===== src/hdl/hcd_pkg.sv =====
// Constants shared by the host capability and channel decode register bank.
package hcd_pkg;

  // Configuration space offsets, byte addresses of aligned dwords.
  localparam logic [11:0] CFG_SCRATCH_OFS = 12'h0DC;
  localparam logic [11:0] CFG_CAP_LO_OFS = 12'h0E0;
  localparam logic [11:0] CFG_CAP_HI_OFS = 12'h0E4;

  // Memory window offsets.
  localparam logic [15:0] MMIO_CHDEC_OFS = 16'h0111;
  localparam logic [15:0] MMIO_CHDEC_DW = 16'h0110;
  localparam int unsigned MMIO_CHDEC_LANE = 1;
  localparam logic [15:0] MMIO_FREQ_OFS = 16'h0C00;

  // Reset values.
  localparam logic [31:0] SCRATCH_RST = 32'h0000_0000;
  localparam logic [7:0] CHDEC_RST = 8'h00;
  localparam logic [2:0] FREQ_SEL_RST = 3'h0;

  // Capability word field positions.
  localparam int unsigned CAP_DEVID_LSB = 55;
  localparam int unsigned CAP_REVID_LSB = 51;
  localparam int unsigned CAP_GFX_ABSENT_BIT = 46;
  localparam int unsigned CAP_OVERLAP_OFF_BIT = 43;
  localparam int unsigned CAP_XOR_OFF_BIT = 42;
  localparam int unsigned CAP_DUAL_OFF_BIT = 40;
  localparam int unsigned CAP_FREQ_LSB = 31;
  localparam int unsigned CAP_VER_LSB = 24;
  localparam int unsigned CAP_LEN_LSB = 16;
  localparam int unsigned CAP_NEXT_LSB = 8;
  localparam int unsigned CAP_TYPE_LSB = 0;

  // Capability word constants.
  localparam logic [3:0] CAP_STRUCT_VERSION = 4'h1;
  localparam logic [7:0] CAP_STRUCT_LENGTH = 8'h08;
  localparam logic [7:0] CAP_NEXT_POINTER = 8'h00;
  localparam logic [7:0] CAP_TYPE_VENDOR = 8'h09;

  // Frequency capability codes.
  localparam logic [2:0] FREQ_CAP_ALL = 3'h0;
  localparam logic [2:0] FREQ_CAP_800 = 3'h5;
  localparam logic [2:0] FREQ_CAP_667 = 3'h6;

  // Channel decode field positions.
  localparam int unsigned CHDEC_DIMM_BIT = 7;
  localparam int unsigned CHDEC_MODE_LSB = 5;
  localparam int unsigned CHDEC_CH0_BIT = 2;
  localparam logic [7:0] CHDEC_WR_MASK = 8'hE4;
  localparam logic [1:0] MODE_SWAP_BOTH = 2'h0;
  localparam logic [1:0] MODE_XOR_BOTH = 2'h1;
  localparam logic [1:0] MODE_SWAP_BANK = 2'h2;
  localparam logic [1:0] MODE_XOR_BANK = 2'h3;

  // Frequency select field position in its dword.
  localparam int unsigned FREQ_SEL_LSB = 4;

  // Configuration device number of the graphics device.
  localparam logic [4:0] GFX_DEV_NUM = 5'h02;

  // Fuse settle time after reset release.
  localparam int unsigned FUSE_SETTLE_NS = 20;
  localparam int unsigned CLK_PERIOD_NS = 5;
  localparam int unsigned FUSE_SETTLE_CYC = (FUSE_SETTLE_NS + CLK_PERIOD_NS - 1) / CLK_PERIOD_NS;

endpackage : hcd_pkg


===== src/hdl/hcd_fuse_capture.sv =====
// Synchroniser and one-time capture of the capability fuse levels.
`timescale 1ns/10ps
module hcd_fuse_capture #(
  parameter int unsigned WIDTH = 7
) (
  input wire logic clk,
  input wire logic nrst,
  input wire logic [WIDTH-1:0] fuse_in,
  output logic [WIDTH-1:0] fuse_value,
  output logic fuse_valid
);

  logic [WIDTH-1:0] sync1_reg;
  logic [WIDTH-1:0] sync2_reg;
  logic [WIDTH-1:0] sync3_reg;
  logic [WIDTH-1:0] agree;
  logic [3:0] settle_reg;

  ////////////////////////////////////////////////////////////////////////////
  genvar i;
  generate
    for (i = 0; i < WIDTH; i++) begin : g_sync
      always_ff @(posedge clk or negedge nrst) begin
        if (!nrst) begin
          sync1_reg[i] <= 1'b0;
          sync2_reg[i] <= 1'b0;
          sync3_reg[i] <= 1'b0;
        end else begin
          sync1_reg[i] <= fuse_in[i];
          sync2_reg[i] <= sync1_reg[i];
          sync3_reg[i] <= sync2_reg[i];
        end
      end
      assign agree[i] = (sync2_reg[i] == sync3_reg[i]);
    end
  endgenerate

  ////////////////////////////////////////////////////////////////////////////
  // Fuses are caught once after reset, so capability bits never move while
  // software runs even if a fuse line glitches later.
  always_ff @(posedge clk or negedge nrst) begin
    if (!nrst) begin
      settle_reg <= 4'h0;
    end else if (settle_reg != 4'(hcd_pkg::FUSE_SETTLE_CYC)) begin
      settle_reg <= settle_reg + 4'h1;
    end
  end

  always_ff @(posedge clk or negedge nrst) begin
    if (!nrst) begin
      fuse_value <= '0;
      fuse_valid <= 1'b0;
    end else if (!fuse_valid && settle_reg == 4'(hcd_pkg::FUSE_SETTLE_CYC) && (&agree)) begin
      fuse_value <= sync3_reg;
      fuse_valid <= 1'b1;
    end
  end

endmodule : hcd_fuse_capture


===== src/hdl/hcd_regs.sv =====
// Scratch, capability and channel decode registers of the host bridge.
`timescale 1ns/10ps
module hcd_regs #(
  // Arbitrary identity values, not those of any real part.
  parameter logic [2:0] CAP_DEVICE_IDENTIFIER = 3'h5,
  parameter logic [3:0] COMPAT_REVISION_IDENTIFIER = 4'hA,
  // Frequency select codes, ordered by rate; a select at or below the limit passes.
  parameter logic [2:0] FREQ_CODE_800 = 3'h3,
  parameter logic [2:0] FREQ_CODE_667 = 3'h2
) (
  input wire logic clk,
  input wire logic nrst,
  // Configuration space access.
  input wire logic cfg_valid,
  input wire logic cfg_write,
  input wire logic [4:0] cfg_dev,
  input wire logic [11:0] cfg_addr,
  input wire logic [3:0] cfg_be,
  input wire logic [31:0] cfg_wdata,
  output logic cfg_ready,
  output logic [31:0] cfg_rdata,
  output logic gfx_cfg_claim,
  output logic gfx_cfg_forward,
  // Memory window access.
  input wire logic mmio_valid,
  input wire logic mmio_write,
  input wire logic [15:0] mmio_addr,
  input wire logic [3:0] mmio_be,
  input wire logic [31:0] mmio_wdata,
  output logic mmio_ready,
  output logic [31:0] mmio_rdata,
  output logic freq_write_ignored,
  // Lock of the lockable decode fields.
  input wire logic decode_lock,
  // Capability fuses from outside the clock domain.
  input wire logic graphics_absent_fuse,
  input wire logic overlap_sched_off_fuse,
  input wire logic addr_xor_off_fuse,
  input wire logic dual_display_off_fuse,
  input wire logic [2:0] mem_freq_capability_fuse,
  // Graphics device control.
  input wire logic [1:0] device_enable_gfx,
  output logic [1:0] gfx_function_enable,
  output logic gfx_clock_enable,
  output logic cap_fuses_valid,
  // Memory controller controls.
  output logic sched_overlap_allowed,
  output logic [2:0] mem_freq_select,
  output logic chan0_enhanced_enable,
  output logic enhanced_dimm_select,
  output logic bank_swap_enable,
  output logic bank_xor_enable,
  output logic rank_swap_enable,
  output logic rank_xor_enable
);

  ////////////////////////////////////////////////////////////////////////////
  logic [6:0] fuse_value;
  logic graphics_absent_flag;
  logic overlap_sched_off;
  logic addr_xor_off;
  logic dual_display_off;
  logic [2:0] mem_freq_capability;
  logic [63:0] capability_word;
  logic [31:0] scratch_storage_reg;
  logic [7:0] channel_decode_misc_reg;
  logic [7:0] chdec_view;
  logic [1:0] enhanced_mode_choice;
  logic [2:0] freq_sel_reg;
  logic [2:0] freq_wr_value;
  logic freq_wr_hit;
  logic freq_allowed;
  logic chdec_wr_hit;
  logic [7:0] chdec_wr_byte;
  logic [7:0] chdec_next;
  logic scratch_hit;

  hcd_fuse_capture #(
    .WIDTH(7)
  ) u_fuse (
    .clk(clk),
    .nrst(nrst),
    .fuse_in({mem_freq_capability_fuse, dual_display_off_fuse, addr_xor_off_fuse,
              overlap_sched_off_fuse, graphics_absent_fuse}),
    .fuse_value(fuse_value),
    .fuse_valid(cap_fuses_valid)
  );

  assign graphics_absent_flag = fuse_value[0];
  assign overlap_sched_off = fuse_value[1];
  assign addr_xor_off = fuse_value[2];
  assign dual_display_off = fuse_value[3];
  assign mem_freq_capability = fuse_value[6:4];

  ////////////////////////////////////////////////////////////////////////////
  // Capability word; every bit not named here is reserved and reads zero.
  always_comb begin
    capability_word = 64'h0000_0000_0000_0000;
    capability_word[hcd_pkg::CAP_DEVID_LSB +: 3] = CAP_DEVICE_IDENTIFIER;
    capability_word[hcd_pkg::CAP_REVID_LSB +: 4] = COMPAT_REVISION_IDENTIFIER;
    capability_word[hcd_pkg::CAP_GFX_ABSENT_BIT] = graphics_absent_flag;
    capability_word[hcd_pkg::CAP_OVERLAP_OFF_BIT] = overlap_sched_off;
    capability_word[hcd_pkg::CAP_XOR_OFF_BIT] = addr_xor_off;
    capability_word[hcd_pkg::CAP_DUAL_OFF_BIT] = dual_display_off;
    capability_word[hcd_pkg::CAP_FREQ_LSB +: 3] = mem_freq_capability;
    capability_word[hcd_pkg::CAP_VER_LSB +: 4] = hcd_pkg::CAP_STRUCT_VERSION;
    capability_word[hcd_pkg::CAP_LEN_LSB +: 8] = hcd_pkg::CAP_STRUCT_LENGTH;
    capability_word[hcd_pkg::CAP_NEXT_LSB +: 8] = hcd_pkg::CAP_NEXT_POINTER;
    capability_word[hcd_pkg::CAP_TYPE_LSB +: 8] = hcd_pkg::CAP_TYPE_VENDOR;
  end

  ////////////////////////////////////////////////////////////////////////////
  // Configuration space: only device 0 registers live here.
  assign scratch_hit = cfg_valid && cfg_write && (cfg_dev == 5'h00) &&
                       (cfg_addr == hcd_pkg::CFG_SCRATCH_OFS);

  genvar b;
  generate
    for (b = 0; b < 4; b++) begin : g_scratch
      always_ff @(posedge clk or negedge nrst) begin
        if (!nrst) begin
          scratch_storage_reg[8*b +: 8] <= hcd_pkg::SCRATCH_RST[8*b +: 8];
        end else if (scratch_hit && cfg_be[b]) begin
          scratch_storage_reg[8*b +: 8] <= cfg_wdata[8*b +: 8];
        end
      end
    end
  endgenerate

  always_ff @(posedge clk or negedge nrst) begin
    if (!nrst) begin
      cfg_ready <= 1'b0;
    end else begin
      cfg_ready <= cfg_valid && !cfg_ready;
    end
  end

  // Read data is registered; writes to the capability word fall through. 
  always_ff @(posedge clk or negedge nrst) begin
    if (!nrst) begin
      cfg_rdata <= 32'h0000_0000;
    end else if (cfg_valid && !cfg_ready) begin
      if (cfg_write || cfg_dev != 5'h00) begin
        cfg_rdata <= 32'h0000_0000;
      end else if (cfg_addr == hcd_pkg::CFG_SCRATCH_OFS) begin
        cfg_rdata <= scratch_storage_reg;
      end else if (cfg_addr == hcd_pkg::CFG_CAP_LO_OFS) begin
        cfg_rdata <= capability_word[31:0];
      end else if (cfg_addr == hcd_pkg::CFG_CAP_HI_OFS) begin
        cfg_rdata <= capability_word[63:32];
      end else begin
        cfg_rdata <= 32'h0000_0000;
      end
    end
  end

  // Cycles for the graphics device are either kept or sent downstream.
  always_ff @(posedge clk or negedge nrst) begin
    if (!nrst) begin
      gfx_cfg_claim <= 1'b0;
      gfx_cfg_forward <= 1'b0;
    end else begin
      gfx_cfg_claim <= cfg_valid && !cfg_ready && (cfg_dev == hcd_pkg::GFX_DEV_NUM) &&
                       !graphics_absent_flag;
      gfx_cfg_forward <= cfg_valid && !cfg_ready && (cfg_dev == hcd_pkg::GFX_DEV_NUM) &&
                         graphics_absent_flag;
    end
  end

  ////////////////////////////////////////////////////////////////////////////
  // Graphics clocks and functions. Function 1 also vanishes without dual display.
  always_ff @(posedge clk or negedge nrst) begin
    if (!nrst) begin
      gfx_clock_enable <= 1'b0;
      gfx_function_enable <= 2'h0;
    end else begin
      gfx_clock_enable <= cap_fuses_valid && !graphics_absent_flag;
      if (!cap_fuses_valid || graphics_absent_flag) begin
        gfx_function_enable <= 2'h0;
      end else begin
        gfx_function_enable[0] <= device_enable_gfx[0];
        gfx_function_enable[1] <= device_enable_gfx[1] && !dual_display_off;
      end
    end
  end

  always_ff @(posedge clk or negedge nrst) begin
    if (!nrst) begin
      sched_overlap_allowed <= 1'b0;
    end else begin
      sched_overlap_allowed <= cap_fuses_valid && !overlap_sched_off;
    end
  end

  ////////////////////////////////////////////////////////////////////////////
  // Memory window: channel decode byte and the frequency select field.
  assign chdec_wr_hit = mmio_valid && mmio_write && !mmio_ready &&
                        (mmio_addr == hcd_pkg::MMIO_CHDEC_DW) &&
                        mmio_be[hcd_pkg::MMIO_CHDEC_LANE] && !decode_lock;
  assign chdec_wr_byte = mmio_wdata[8*hcd_pkg::MMIO_CHDEC_LANE +: 8];

  always_comb begin
    chdec_next = (channel_decode_misc_reg & ~hcd_pkg::CHDEC_WR_MASK) |
                 (chdec_wr_byte & hcd_pkg::CHDEC_WR_MASK);
    if (addr_xor_off) begin
      chdec_next[hcd_pkg::CHDEC_MODE_LSB +: 2] = hcd_pkg::MODE_SWAP_BANK;
    end
  end

  always_ff @(posedge clk or negedge nrst) begin
    if (!nrst) begin
      channel_decode_misc_reg <= hcd_pkg::CHDEC_RST;
    end else if (chdec_wr_hit) begin
      channel_decode_misc_reg <= chdec_next;
    end
  end

  // The forced mode applies even before any write reaches the register.
  assign enhanced_mode_choice = addr_xor_off ? hcd_pkg::MODE_SWAP_BANK :
                                channel_decode_misc_reg[hcd_pkg::CHDEC_MODE_LSB +: 2];

  always_comb begin
    chdec_view = channel_decode_misc_reg;
    chdec_view[hcd_pkg::CHDEC_MODE_LSB +: 2] = enhanced_mode_choice;
  end

  // Frequency select writes outside the capability are dropped whole.
  always_comb begin
    case (mem_freq_capability)
      hcd_pkg::FREQ_CAP_ALL: freq_allowed = 1'b1;
      hcd_pkg::FREQ_CAP_800: freq_allowed = (freq_wr_value <= FREQ_CODE_800);
      hcd_pkg::FREQ_CAP_667: freq_allowed = (freq_wr_value <= FREQ_CODE_667);
      default: freq_allowed = 1'b0;
    endcase
  end

  assign freq_wr_hit = mmio_valid && mmio_write && !mmio_ready &&
                       (mmio_addr == hcd_pkg::MMIO_FREQ_OFS) && mmio_be[0];
  assign freq_wr_value = mmio_wdata[hcd_pkg::FREQ_SEL_LSB +: 3];

  always_ff @(posedge clk or negedge nrst) begin
    if (!nrst) begin
      freq_sel_reg <= hcd_pkg::FREQ_SEL_RST;
      freq_write_ignored <= 1'b0;
    end else begin
      freq_write_ignored <= freq_wr_hit && !freq_allowed;
      if (freq_wr_hit && freq_allowed) begin
        freq_sel_reg <= freq_wr_value;
      end
    end
  end

  always_ff @(posedge clk or negedge nrst) begin
    if (!nrst) begin
      mmio_ready <= 1'b0;
    end else begin
      mmio_ready <= mmio_valid && !mmio_ready;
    end
  end

  always_ff @(posedge clk or negedge nrst) begin
    if (!nrst) begin
      mmio_rdata <= 32'h0000_0000;
    end else if (mmio_valid && !mmio_ready) begin
      if (mmio_write) begin
        mmio_rdata <= 32'h0000_0000;
      end else if (mmio_addr == hcd_pkg::MMIO_CHDEC_DW) begin
        mmio_rdata <= {16'h0000, chdec_view, 8'h00};
      end else if (mmio_addr == hcd_pkg::MMIO_FREQ_OFS) begin
        mmio_rdata <= {25'h0, freq_sel_reg, 4'h0};
      end else begin
        mmio_rdata <= 32'h0000_0000;
      end
    end
  end

  ////////////////////////////////////////////////////////////////////////////
  // Decoded controls to the address mapper. Software is trusted to pair
  // channels and populate ranks correctly; hardware does not check it.
  always_ff @(posedge clk or negedge nrst) begin
    if (!nrst) begin
      chan0_enhanced_enable <= 1'b0;
      enhanced_dimm_select <= 1'b0;
      bank_swap_enable <= 1'b0;
      bank_xor_enable <= 1'b0;
      rank_swap_enable <= 1'b0;
      rank_xor_enable <= 1'b0;
      mem_freq_select <= hcd_pkg::FREQ_SEL_RST;
    end else begin
      mem_freq_select <= freq_sel_reg;
      chan0_enhanced_enable <= channel_decode_misc_reg[hcd_pkg::CHDEC_CH0_BIT];
      enhanced_dimm_select <= channel_decode_misc_reg[hcd_pkg::CHDEC_DIMM_BIT];
      case (enhanced_mode_choice)
        hcd_pkg::MODE_SWAP_BOTH: begin
          bank_swap_enable <= 1'b1;
          bank_xor_enable <= 1'b0;
          rank_swap_enable <= 1'b1;
          rank_xor_enable <= 1'b0;
        end
        hcd_pkg::MODE_XOR_BOTH: begin
          bank_swap_enable <= 1'b0;
          bank_xor_enable <= 1'b1;
          rank_swap_enable <= 1'b0;
          rank_xor_enable <= 1'b1;
        end
        hcd_pkg::MODE_SWAP_BANK: begin
          bank_swap_enable <= 1'b1;
          bank_xor_enable <= 1'b0;
          rank_swap_enable <= 1'b0;
          rank_xor_enable <= 1'b0;
        end
        default: begin
          bank_swap_enable <= 1'b0;
          bank_xor_enable <= 1'b1;
          rank_swap_enable <= 1'b0;
          rank_xor_enable <= 1'b0;
        end
      endcase
    end
  end

endmodule : hcd_regs


===== config.mk =====
export PLATFORM = sky130hd
export DESIGN_NAME = hcd_regs
export DESIGN_NICKNAME = d
export VERILOG_FILES = /design/src/hdl/hcd_pkg.sv /design/src/hdl/hcd_fuse_capture.sv /design/src/hdl/hcd_regs.sv
export SDC_FILE = /design/constraint.sdc
export NUM_CORES = 1
export LEC_CHECK = 0
export BUFFER_PORTS_ARGS = -buffer_cell sky130_fd_sc_hd__buf_2
export CAP_MARGIN = 20
export CORE_ASPECT_RATIO = 1.5
export CORE_MARGIN = 2
export CORE_UTILIZATION = 44
export DETAILED_ROUTE_END_ITERATION = 8
export PLACE_DENSITY = 0.78
export SLEW_MARGIN = 20
export SYNTH_ARGS = -nofsm -noshare
export SYNTH_HDL_FRONTEND = slang
export SYNTH_SLANG_ARGS = --single-unit

===== constraint.sdc =====
create_clock -name clk -period 4.66 [get_ports clk]
set_clock_uncertainty 0.15 [all_clocks]
set_input_delay 0 -clock clk [delete_from_list [all_inputs] [get_ports clk]]
set_output_delay 0 -clock clk [all_outputs]
set_load 0.01 [all_outputs]

==> flow_metrics.env, run 1 <==
export IMPL_total_power_density_per_cell_area_nw_per_um2=392
export IMPL_status="completed"
export IMPL_grt_pass1_vias=4095
export IMPL_final_hold_viol_count=0
export IMPL_synthesized_area_sq_um=4950
export IMPL_cts_root_buffer_cell="clkbuf_16"
export IMPL_yosys_area_top_type_share_pct=65.8
export IMPL_drcViolationCount=0
export IMPL_rows=47
export IMPL_nNetsFinal=709
export IMPL_cts_sinks=130
export IMPL_final_common_cell="buf_2"
export IMPL_die_width_microns=90.6
export IMPL_setup_viol=0
export IMPL_clock_tree_buffer_depth=2
export IMPL_dieArea_sq_um=12100
export IMPL_number_of_filler_instances_in_the_final_layout=789
export IMPL_max_slew_worst_pin_slew_ns=0.799
export IMPL_cts_reportedPaths_clkPinSlew_ns=0.06
export IMPL_hold_buffers=73
export IMPL_worstSetupPathType="input port to register"
export IMPL_remaining_antenna_violation_count=0
export IMPL_area_growth_synth_to_final_pct=45.2
export IMPL_worstHoldPathType="input port to register"
export IMPL_yosys_register_bits=130
export IMPL_min_period_ns=3.45
export IMPL_timing_hold_ws_ns=0.0346
export IMPL_synthCells=348
export IMPL_track_usage_pct=22.4
export IMPL_timing_final_crit_share_pct=74.1
export IMPL_synth_yosys_warnings=0
export IMPL_synth_avg_cell_area_sq_um=14.2
export IMPL_crit_path_end_kind="register"
export IMPL_synth_seq_area_share_pct=65.8
export IMPL_antenna_diode_instance_count=0
export IMPL_post_layout_total_power_mw=2.82
export IMPL_firstDrtPassIters=4
export IMPL_post_cts_resized_instances=0
export IMPL_first_pass_grt_wire_length_microns=20800
export IMPL_antenna_found_initial=0
export IMPL_overflow=0
export IMPL_stdcell_count=746
export IMPL_post_synth_top_area_cell="dfrtp_1"
export IMPL_final_core_util_pct=65.3
export IMPL_core_area_sq_um=11000
export IMPL_report_final_slew_viol_count=0
export IMPL_clockPowerShare_pct=50.5
export IMPL_vdd_ir_drop_max_mv=0.261
export IMPL_dpl_instance_area_sq_um=5800
export IMPL_grt_max_degree=84
export IMPL_worst_slew_margin_rel_pct=46.7
export IMPL_power_switching_share_pct=20.8
export IMPL_synth_distinct_cells=37
export IMPL_crit_required_ns=4.85
export IMPL_initialDrtViolationCount=152
export IMPL_numCtsBuffers=17
export IMPL_wl_per_cell_microns=17.3
export IMPL_final_area_sq_um=7180
export IMPL_wl_microns=12900
export IMPL_hold_path_startpoint="cfg_be[2]"
export IMPL_most_frequent_cells_in_the_layout="154 x buf_2, 130 x dfrtp_1, 73 x dlygate4sd3_1"
export IMPL_io_pins=204
export IMPL_start_util_pct=45.0
export IMPL_place_gp_congestion=0.768
export IMPL_power_net_switching_uw=585
export IMPL_num_vias=3708
export IMPL_max_freq_mhz=290
export IMPL_tritoncts="built"
export IMPL_internal_power_mw=2.23
export IMPL_worst_r2r_startpoint="mmio_ready"
export IMPL_port_buffers=155
export IMPL_sequentialPowerShare_pct=42.6
export IMPL_clkLatencyLatePin_ns=0.41
export IMPL_worst_setup_path_start_kind="input port"
export IMPL_dp_hpwl_microns=8070
export IMPL_setup_worst_path_start="mmio_addr[1]"
export IMPL_fin_setup_tns_ns=0
export IMPL_critPathMaxFanout=3
export IMPL_cp_data_arrival_time_ns=3.64
export IMPL_pre_cts_setup_slack_ns=1.92
export IMPL_p_leak_nw=3.80
export IMPL_chipHeight_microns=134
export IMPL_post_drt_via_cell_ratio=4.97
export IMPL_synth_top_cells_by_area="dfrtp_1 66%, mux2_2 10%, a22o_1 4.1%"
export IMPL_dpl_cell_count=641
export IMPL_cap_viol_max_count=0
export IMPL_number_of_h_tree_levels=4
export IMPL_postCtsSetupRepairBufs=0
export IMPL_post_route_cells_drive_above_1_share_pct=39.9
export IMPL_comb_power_share_pct=7.0
export IMPL_worst_path_setup_slack_after_routing_ns=1.21
export IMPL_grt_setup_unrepaired="no"
[synthesized netlist by cell type]
| cell type | number |
|---|---|
| a21oi_1 | 3 |
| dfrtp_1 | 130 |
| o32ai_1 | 1 |
| xnor2_1 | 1 |
| ha_1 | 2 |
| and2_1 | 9 |
| or3_1 | 1 |
| and4_1 | 1 |
| nand4_1 | 1 |
| a22o_1 | 23 |
| mux2_2 | 45 |
| nor4b_1 | 1 |
| nor3b_1 | 2 |
| nand2_1 | 14 |
| nor2b_1 | 4 |
| clkbuf_1 | 8 |
| nand3_1 | 7 |
| inv_1 | 8 |
| nor2_1 | 7 |
| a21o_1 | 1 |
| or3b_1 | 1 |
| nor4_1 | 6 |
| nand3b_1 | 1 |
| and3b_1 | 1 |
| o21ai_0 | 4 |
| nand2b_1 | 6 |
| conb_1 | 1 |
| nor3_1 | 7 |
| mux2i_1 | 2 |
| or3_2 | 1 |
| buf_4 | 24 |
| o21a_1 | 1 |
| nor4b_4 | 1 |
| xor2_1 | 7 |
| or4_1 | 1 |
| or4_4 | 2 |
| a221o_1 | 13 |
[power groups by stage]
stage	registers (mW)	clock network, mW	logic, mW
after floorplan	1.22	0	0.0693
after global placement	1.22	0	0.149
after detailed placement	1.22	0	0.155
after CTS	1.20	1.45	0.196
after global routing	1.20	1.51	0.216
final	1.20	1.42	0.196
[per-layer routing]
layer	global-route usage, %	wire [microns]	vias to the layer above
met5	0	0	-
met1	24.9	4810	1800
met4	11.1	426	0
met2	39.3	6860	193
li1	-	-	1689
met3	6.12	790	26
[path summary, 6_finish.rpt]
check	endpoint	slack [ns]	cells after the start
max reg2reg	mmio_rdata[13]	1.59	7
min	scratch_storage_reg[17]	0.03	3
min reg2reg	u_fuse.sync2_reg[0]	0.20	0
max	mmio_rdata[13]	1.21	9
max in group asynchronous	u_fuse.sync1_reg[3]	3.21	3
min in group asynchronous	scratch_storage_reg[16]	0.07	2
[cells by family after synthesis]
logic type,count (synthesis),synth area share [%]
DFF,130,65.8
and+or+nand+nor,74,8.83
muxes,47,10.7
AOI/OAI and AO/OA,46,7.89
buffers and inverters,40,4.86
xor gates and xnor gates,8,1.42
adders and majority gates,2,0.506
other,1,0.0758
[final cells by class]
cell class / instances / area [sq um] / area share (%)
clock buffer: 23 / 498 / 6.94
clock inverter: 9 / 150 / 2.09
multi-input combinational: 198 / 1530 / 21.3
timing repair buffer: 231 / 1540 / 21.4
inverter: 8 / 30.0 / 0.418
tap: 147 / 184 / 2.56
sequential: 130 / 3250 / 45.3
[worst max-delay path, cell delays in order]
cell and delay (ns):
dlygate4sd3_1 0.54, buf_2 0.12, nor4_1 0.47, dlygate4sd3_1 0.63, nand2_1 0.08, or3_2 0.44, dlygate4sd3_1 0.61, o21ai_0 0.18
dlygate4sd3_1 0.57
Note: power is estimated with default switching activity, not from simulation.
==> inputs of run 2 (changes only) <==
Clock period 4.66 ns to 3.39 ns, I/O delays scaled along.
==> flow_metrics.env, run 2 (synthesized netlist as in run 1, its figures left out) <==
export IMPL_fin_setup_tns_ns=0
export IMPL_firstDrtPassIters=4
export IMPL_clock_tree_buffer_depth=2
export IMPL_start_util_pct=45.0
export IMPL_chipHeight_microns=134
export IMPL_report_final_slew_viol_count=0
export IMPL_p_leak_nw=3.82
export IMPL_most_frequent_cells_in_the_layout="154 x buf_2, 130 x dfrtp_1, 78 x dlygate4sd3_1"
export IMPL_worst_r2r_startpoint="mmio_ready"
export IMPL_remaining_antenna_violation_count=0
export IMPL_worst_hold_path_endpoint="scratch_storage_reg[24]"
export IMPL_grt_setup_unrepaired="no"
export IMPL_crit_required_ns=3.58
export IMPL_worst_path_dominant_cell_family="buffers and inverters"
export IMPL_port_buffers=155
export IMPL_antenna_diode_instance_count=0
export IMPL_cp_data_arrival_time_ns=3.44
export IMPL_wl_per_cell_microns=17.0
export IMPL_place_gp_congestion=0.770
export IMPL_cts_root_buffer_cell="clkbuf_16"
export IMPL_r2r_end="mmio_rdata[14]"
export IMPL_total_power_density_per_cell_area_nw_per_um2=513
export IMPL_rows=47
export IMPL_critPathMaxFanout=3
export IMPL_status="completed"
export IMPL_min_period_ns=3.25
export IMPL_worst_setup_path_start_kind="input port"
export IMPL_drcViolationCount=0
export IMPL_slowest_stage="dlygate4sd3_1"
export IMPL_vdd_ir_drop_max_mv=0.347
export IMPL_setup_viol=0
export IMPL_cts_sinks=130
export IMPL_numCtsBuffers=17
export IMPL_critical_path_top_cell_by_count="dlygate4sd3_1"
export IMPL_die_width_microns=90.6
export IMPL_max_slew_worst_pin_slew_ns=0.588
export IMPL_grt_max_degree=101
export IMPL_worstSetupPathType="input port to register"
export IMPL_min_path_cells=3
export IMPL_multi_input_area_sq_um=1530
export IMPL_final_hold_viol_count=0
export IMPL_post_drt_via_cell_ratio=5.00
export IMPL_crit_path_end_kind="register"
export IMPL_dieArea_sq_um=12100
export IMPL_number_of_filler_instances_in_the_final_layout=792
export IMPL_first_pass_grt_wire_length_microns=20500
export IMPL_worst_slew_margin_rel_pct=60.5
export IMPL_number_of_h_tree_levels=4
export IMPL_cap_viol_max_count=0
export IMPL_postCtsSetupRepairBufs=0
export IMPL_dp_hpwl_microns=7920
export IMPL_hold_path_startpoint="cfg_be[3]"
export IMPL_num_vias=3755
export IMPL_max_freq_mhz=307
export IMPL_timing_reg2reg_worst_path_depth=7
export IMPL_wl_microns=12800
export IMPL_clkLatencyLatePin_ns=0.40
export IMPL_worstHoldPathType="input port to register"
export IMPL_track_usage_pct=22.0
export IMPL_timing_hold_ws_ns=0.0568
export IMPL_cp_cell_sequence="dlygate4sd3_1 -> buf_2 -> nor4_1 -> dlygate4sd3_1 -> nand2_1 -> or3_1 -> dlygate4sd3_1 -> o21ai_0 -> dlygate4sd3_1"
export IMPL_cp_num_buf_inv=5
export IMPL_timing_reg2reg_setup_slack_ns=0.26
export IMPL_register_area_sq_um=3250
export IMPL_timing_final_crit_share_pct=96.0
export IMPL_io_pins=204
export IMPL_tritoncts="built"
export IMPL_area_growth_synth_to_final_pct=45.6
export IMPL_nNetsFinal=716
export IMPL_final_common_cell="buf_2"
export IMPL_post_route_cells_drive_above_1_share_pct=39.2
export IMPL_antenna_found_initial=0
export IMPL_initialDrtViolationCount=152
export IMPL_cts_reportedPaths_clkPinSlew_ns=0.05
export IMPL_grt_pass1_vias=4151
export IMPL_cpPeakStageDelay_ns=0.66
export IMPL_core_area_sq_um=11000
export IMPL_overflow=0
-- run 2: cell count changes in the layout (fill, tap and decap cells not counted) --
| cell | before | now |
|---|---|---|
| buf_12 | 0 | 2 |
| clkbuf_1 | 1 | 3 |
| buf_4 | 3 | 4 |
| dlygate4sd3_1 | 73 | 78 |
| bufinv_16 | 4 | 2 |
| buf_6 | 1 | 0 |
| clkinvlp_4 | 2 | 0 |
-- run 2: routing by layer --
metal  track usage [%]  vias to the layer above  part of all wire (%)
li1                  -                     1696                     -
met2              38.6                      183                    52
met4              10.5                        0                   3.3
met1              24.5                     1842                    38
met3              6.29                       34                   6.5
met5                 0                        -                     0
-- run 2: how the worst max path moves through the flow --
stage / from / endpoint / slack [ns] / cells past startpoint
global route: cfg_dev[4] / cfg_rdata[0] / 0.04 / 9
detailed placement: cfg_dev[0] / scratch_storage_reg[7] / 1.01 / 6
finish: cfg_dev[4] / cfg_rdata[0] / 0.14 / 9
CTS: cfg_dev[4] / cfg_rdata[0] / 0.26 / 9
global placement: cfg_dev[0] / scratch_storage_reg[9] / 1.04 / 6
floorplan: mmio_addr[7] / channel_decode_misc_reg[2] / 1.37 / 4
-- run 2: final cells by class --
cell class | instances | share of cell area [%]
inverter | 8 | 0.417
clock buffer | 25 | 7.02
clock inverter | 5 | 1.04
multi-input combinational | 198 | 21.3
tap | 147 | 2.55
timing repair buffer | 238 | 22.5
sequential | 130 | 45.2
-- run 2: power breakdown --
group          switching [mW]  leakage (nW)  total [mW]  internal [mW]
combinational           0.131          1.79       0.276          0.145
clock                   0.600         0.289        1.77           1.17
sequential             0.0454          1.74        1.65           1.61
-- run 2: per-stage QoR --
step | power (mW) | instance area [sq um] | instances | setup WS [ns] | utilization, %
floorplan | 1.77 | 5020 | 368 | 1.37 | -
global placement | 1.88 | 5820 | 642 | 1.04 | 52.9
detailed placement | 1.89 | 5820 | 642 | 1.01 | 52.9
CTS | 3.73 | 7200 | 751 | 0.255 | 65.5
global route | 3.84 | 7200 | 751 | 0.0425 | 65.5
finish | 3.69 | 7200 | 751 | 0.136 | 65.5
-- run 2: what timing repair did --
action                                 4_1_cts  5_1_grt
gates resized for setup                      0        0
hold buffers                                79        0
endpoints found under the hold margin      195        0
-- run 2: tightest hold or removal path, delay by kind of cell --
family / cells / cell delay, ns
AND/OR/NAND/NOR: 1 / 0.26
multiplexers: 1 / 0.22
buffers and inverters: 1 / 0.10
==> inputs of run 3 (changes only) <==
Settings changed: CORE_UTILIZATION 44 to 48, PLACE_DENSITY 0.78 to 0.84, SKIP_CTS_REPAIR_TIMING set to 1.
==> flow_metrics.env, run 3 (synthesized netlist as in run 1, its figures left out) <==
export IMPL_core_area_sq_um=10100
export IMPL_initialDrtViolationCount=122
export IMPL_cts_root_buffer_cell="clkbuf_16"
export IMPL_total_power_density_per_cell_area_nw_per_um2=513
export IMPL_dpl_cell_count=611
export IMPL_chipHeight_microns=128
export IMPL_pre_cts_setup_slack_ns=0.871
export IMPL_rows=45
export IMPL_crit_required_ns=3.58
export IMPL_stdcell_count=711
export IMPL_wl_microns=12100
export IMPL_clkLatencyLatePin_ns=0.41
export IMPL_overflow=0
export IMPL_number_of_filler_instances_in_the_final_layout=685
export IMPL_report_final_slew_viol_count=0
export IMPL_grt_pass1_vias=3451
export IMPL_track_usage_pct=19.9
export IMPL_status="finished, violations left"
export IMPL_cap_viol_max_count=0
export IMPL_p_leak_nw=3.72
export IMPL_worst_slew_margin_rel_pct=39.1
export IMPL_final_core_util_pct=69.6
export IMPL_vdd_ir_drop_max_mv=0.371
export IMPL_worst_path_setup_slack_after_routing_ns=0.497
export IMPL_wl_per_cell_microns=17.0
export IMPL_num_vias=3694
export IMPL_first_pass_grt_wire_length_microns=16500
export IMPL_final_common_cell="buf_2"
export IMPL_dieArea_sq_um=11100
export IMPL_post_drt_via_cell_ratio=5.20
export IMPL_failed_checks="hold timing"
export IMPL_critPathMaxFanout=33
export IMPL_cts_reportedPaths_clkPinSlew_ns=0.05
export IMPL_worstHoldPathType="input port to register"
export IMPL_remaining_antenna_violation_count=0
export IMPL_crit_path_end_kind="register"
export IMPL_antenna_found_initial=1
export IMPL_io_pins=204
export IMPL_firstDrtPassIters=4
export IMPL_worstSetupPathType="register to register"
export IMPL_final_hold_viol_count=5
export IMPL_start_util_pct=49.1
export IMPL_timing_hold_ws_ns=-0.0162
export IMPL_area_growth_synth_to_final_pct=41.9
export IMPL_post_route_cells_drive_above_1_share_pct=39.1
export IMPL_die_width_microns=86.9
export IMPL_max_freq_mhz=346
export IMPL_tritoncts="built"
export IMPL_numCtsBuffers=17
export IMPL_worst_setup_path_start_kind="register"
export IMPL_min_period_ns=2.89
export IMPL_setup_viol=0
export IMPL_cp_data_arrival_time_ns=3.09
export IMPL_timing_final_crit_share_pct=85.3
export IMPL_nNetsFinal=707
export IMPL_grt_setup_unrepaired="no"
export IMPL_dp_hpwl_microns=7350
export IMPL_grt_max_degree=119
export IMPL_clock_tree_buffer_depth=2
export IMPL_most_frequent_cells_in_the_layout="154 x buf_2, 130 x dfrtp_1, 71 x dlygate4sd3_1"
export IMPL_place_gp_congestion=0.802
export IMPL_max_slew_worst_pin_slew_ns=0.914
export IMPL_number_of_h_tree_levels=4
export IMPL_cts_sinks=130
export IMPL_fin_setup_tns_ns=0
export IMPL_drcViolationCount=0
export IMPL_port_buffers=155
## run 3: changes by cell type in the layout (fill, tap and decap cells not counted), moves of 2 or more
cell           before  now
buf_12              2    0
dlygate4sd3_1      78   71
clkinvlp_4          0    2
clkbuf_8            5    2
## run 3: where the power goes
part | switching [mW] | internal (mW) | total [mW]
Sequential | 0.0458 | 1.60 | 1.65
Clock | 0.607 | 1.08 | 1.69
Combinational | 0.127 | 0.139 | 0.266
Total | 0.780 | 2.82 | 3.60
## run 3: routing by layer
| metal | vias up | global-route usage, % | wire [microns] |
|---|---|---|---|
| li1 | 1665 | - | - |
| met1 | 1827 | 22.7 | 4440 |
| met2 | 180 | 32.1 | 6470 |
| met3 | 22 | 7.34 | 867 |
| met4 | 0 | 10.9 | 295 |
| met5 | - | 0 | 0 |
## run 3: worst paths after layout
kind,slack [ns],start,end,depth (start not counted)
worst max-delay path,0.50,cfg_ready,cfg_rdata[0],8
worst min-delay path,-0.02,mmio_addr[1],mmio_rdata[15],5
min in group asynchronous,0.13,nrst,u_fuse.sync2_reg[3],2
max in group asynchronous,2.24,nrst,u_fuse.settle_reg[2],3
worst min register to register,0.20,u_fuse.sync1_reg[3],u_fuse.sync2_reg[3],0
worst max register to register,0.50,cfg_ready,cfg_rdata[0],8
## run 3: final cells by class
class / instances / area [sq um] / share of cell area [%]
Multi-Input combinational cell: 198 / 1530 / 21.8
Inverter: 8 / 30.0 / 0.428
Clock inverter: 6 / 85.1 / 1.21
Clock buffer: 22 / 454 / 6.47
Antenna cell: 1 / 2.50 / 0.0357
Tap cell: 117 / 146 / 2.09
Timing Repair Buffer: 229 / 1520 / 21.6
Sequential cell: 130 / 3250 / 46.3
## run 3: worst max-delay path: stages (launching register included)
cell and delay [ns]:
dfrtp_1 0.38, nand2b_1 0.14, buf_4 0.25, inv_1 0.13, nand2_1 0.09, or3_1 0.40, dlygate4sd3_1 0.57, o21ai_0 0.15
dlygate4sd3_1 0.57
## run 3: per-stage QoR
step	area [sq um]	hold slack (ns)	power (mW)
floorplan	5020	-0.446	1.77
global placement	5760	-0.0417	1.88
detailed placement	5760	-0.0407	1.89
CTS	6300	-0.475	3.58
global route	7020	0.0153	3.75
finish	7020	-0.0162	3.60
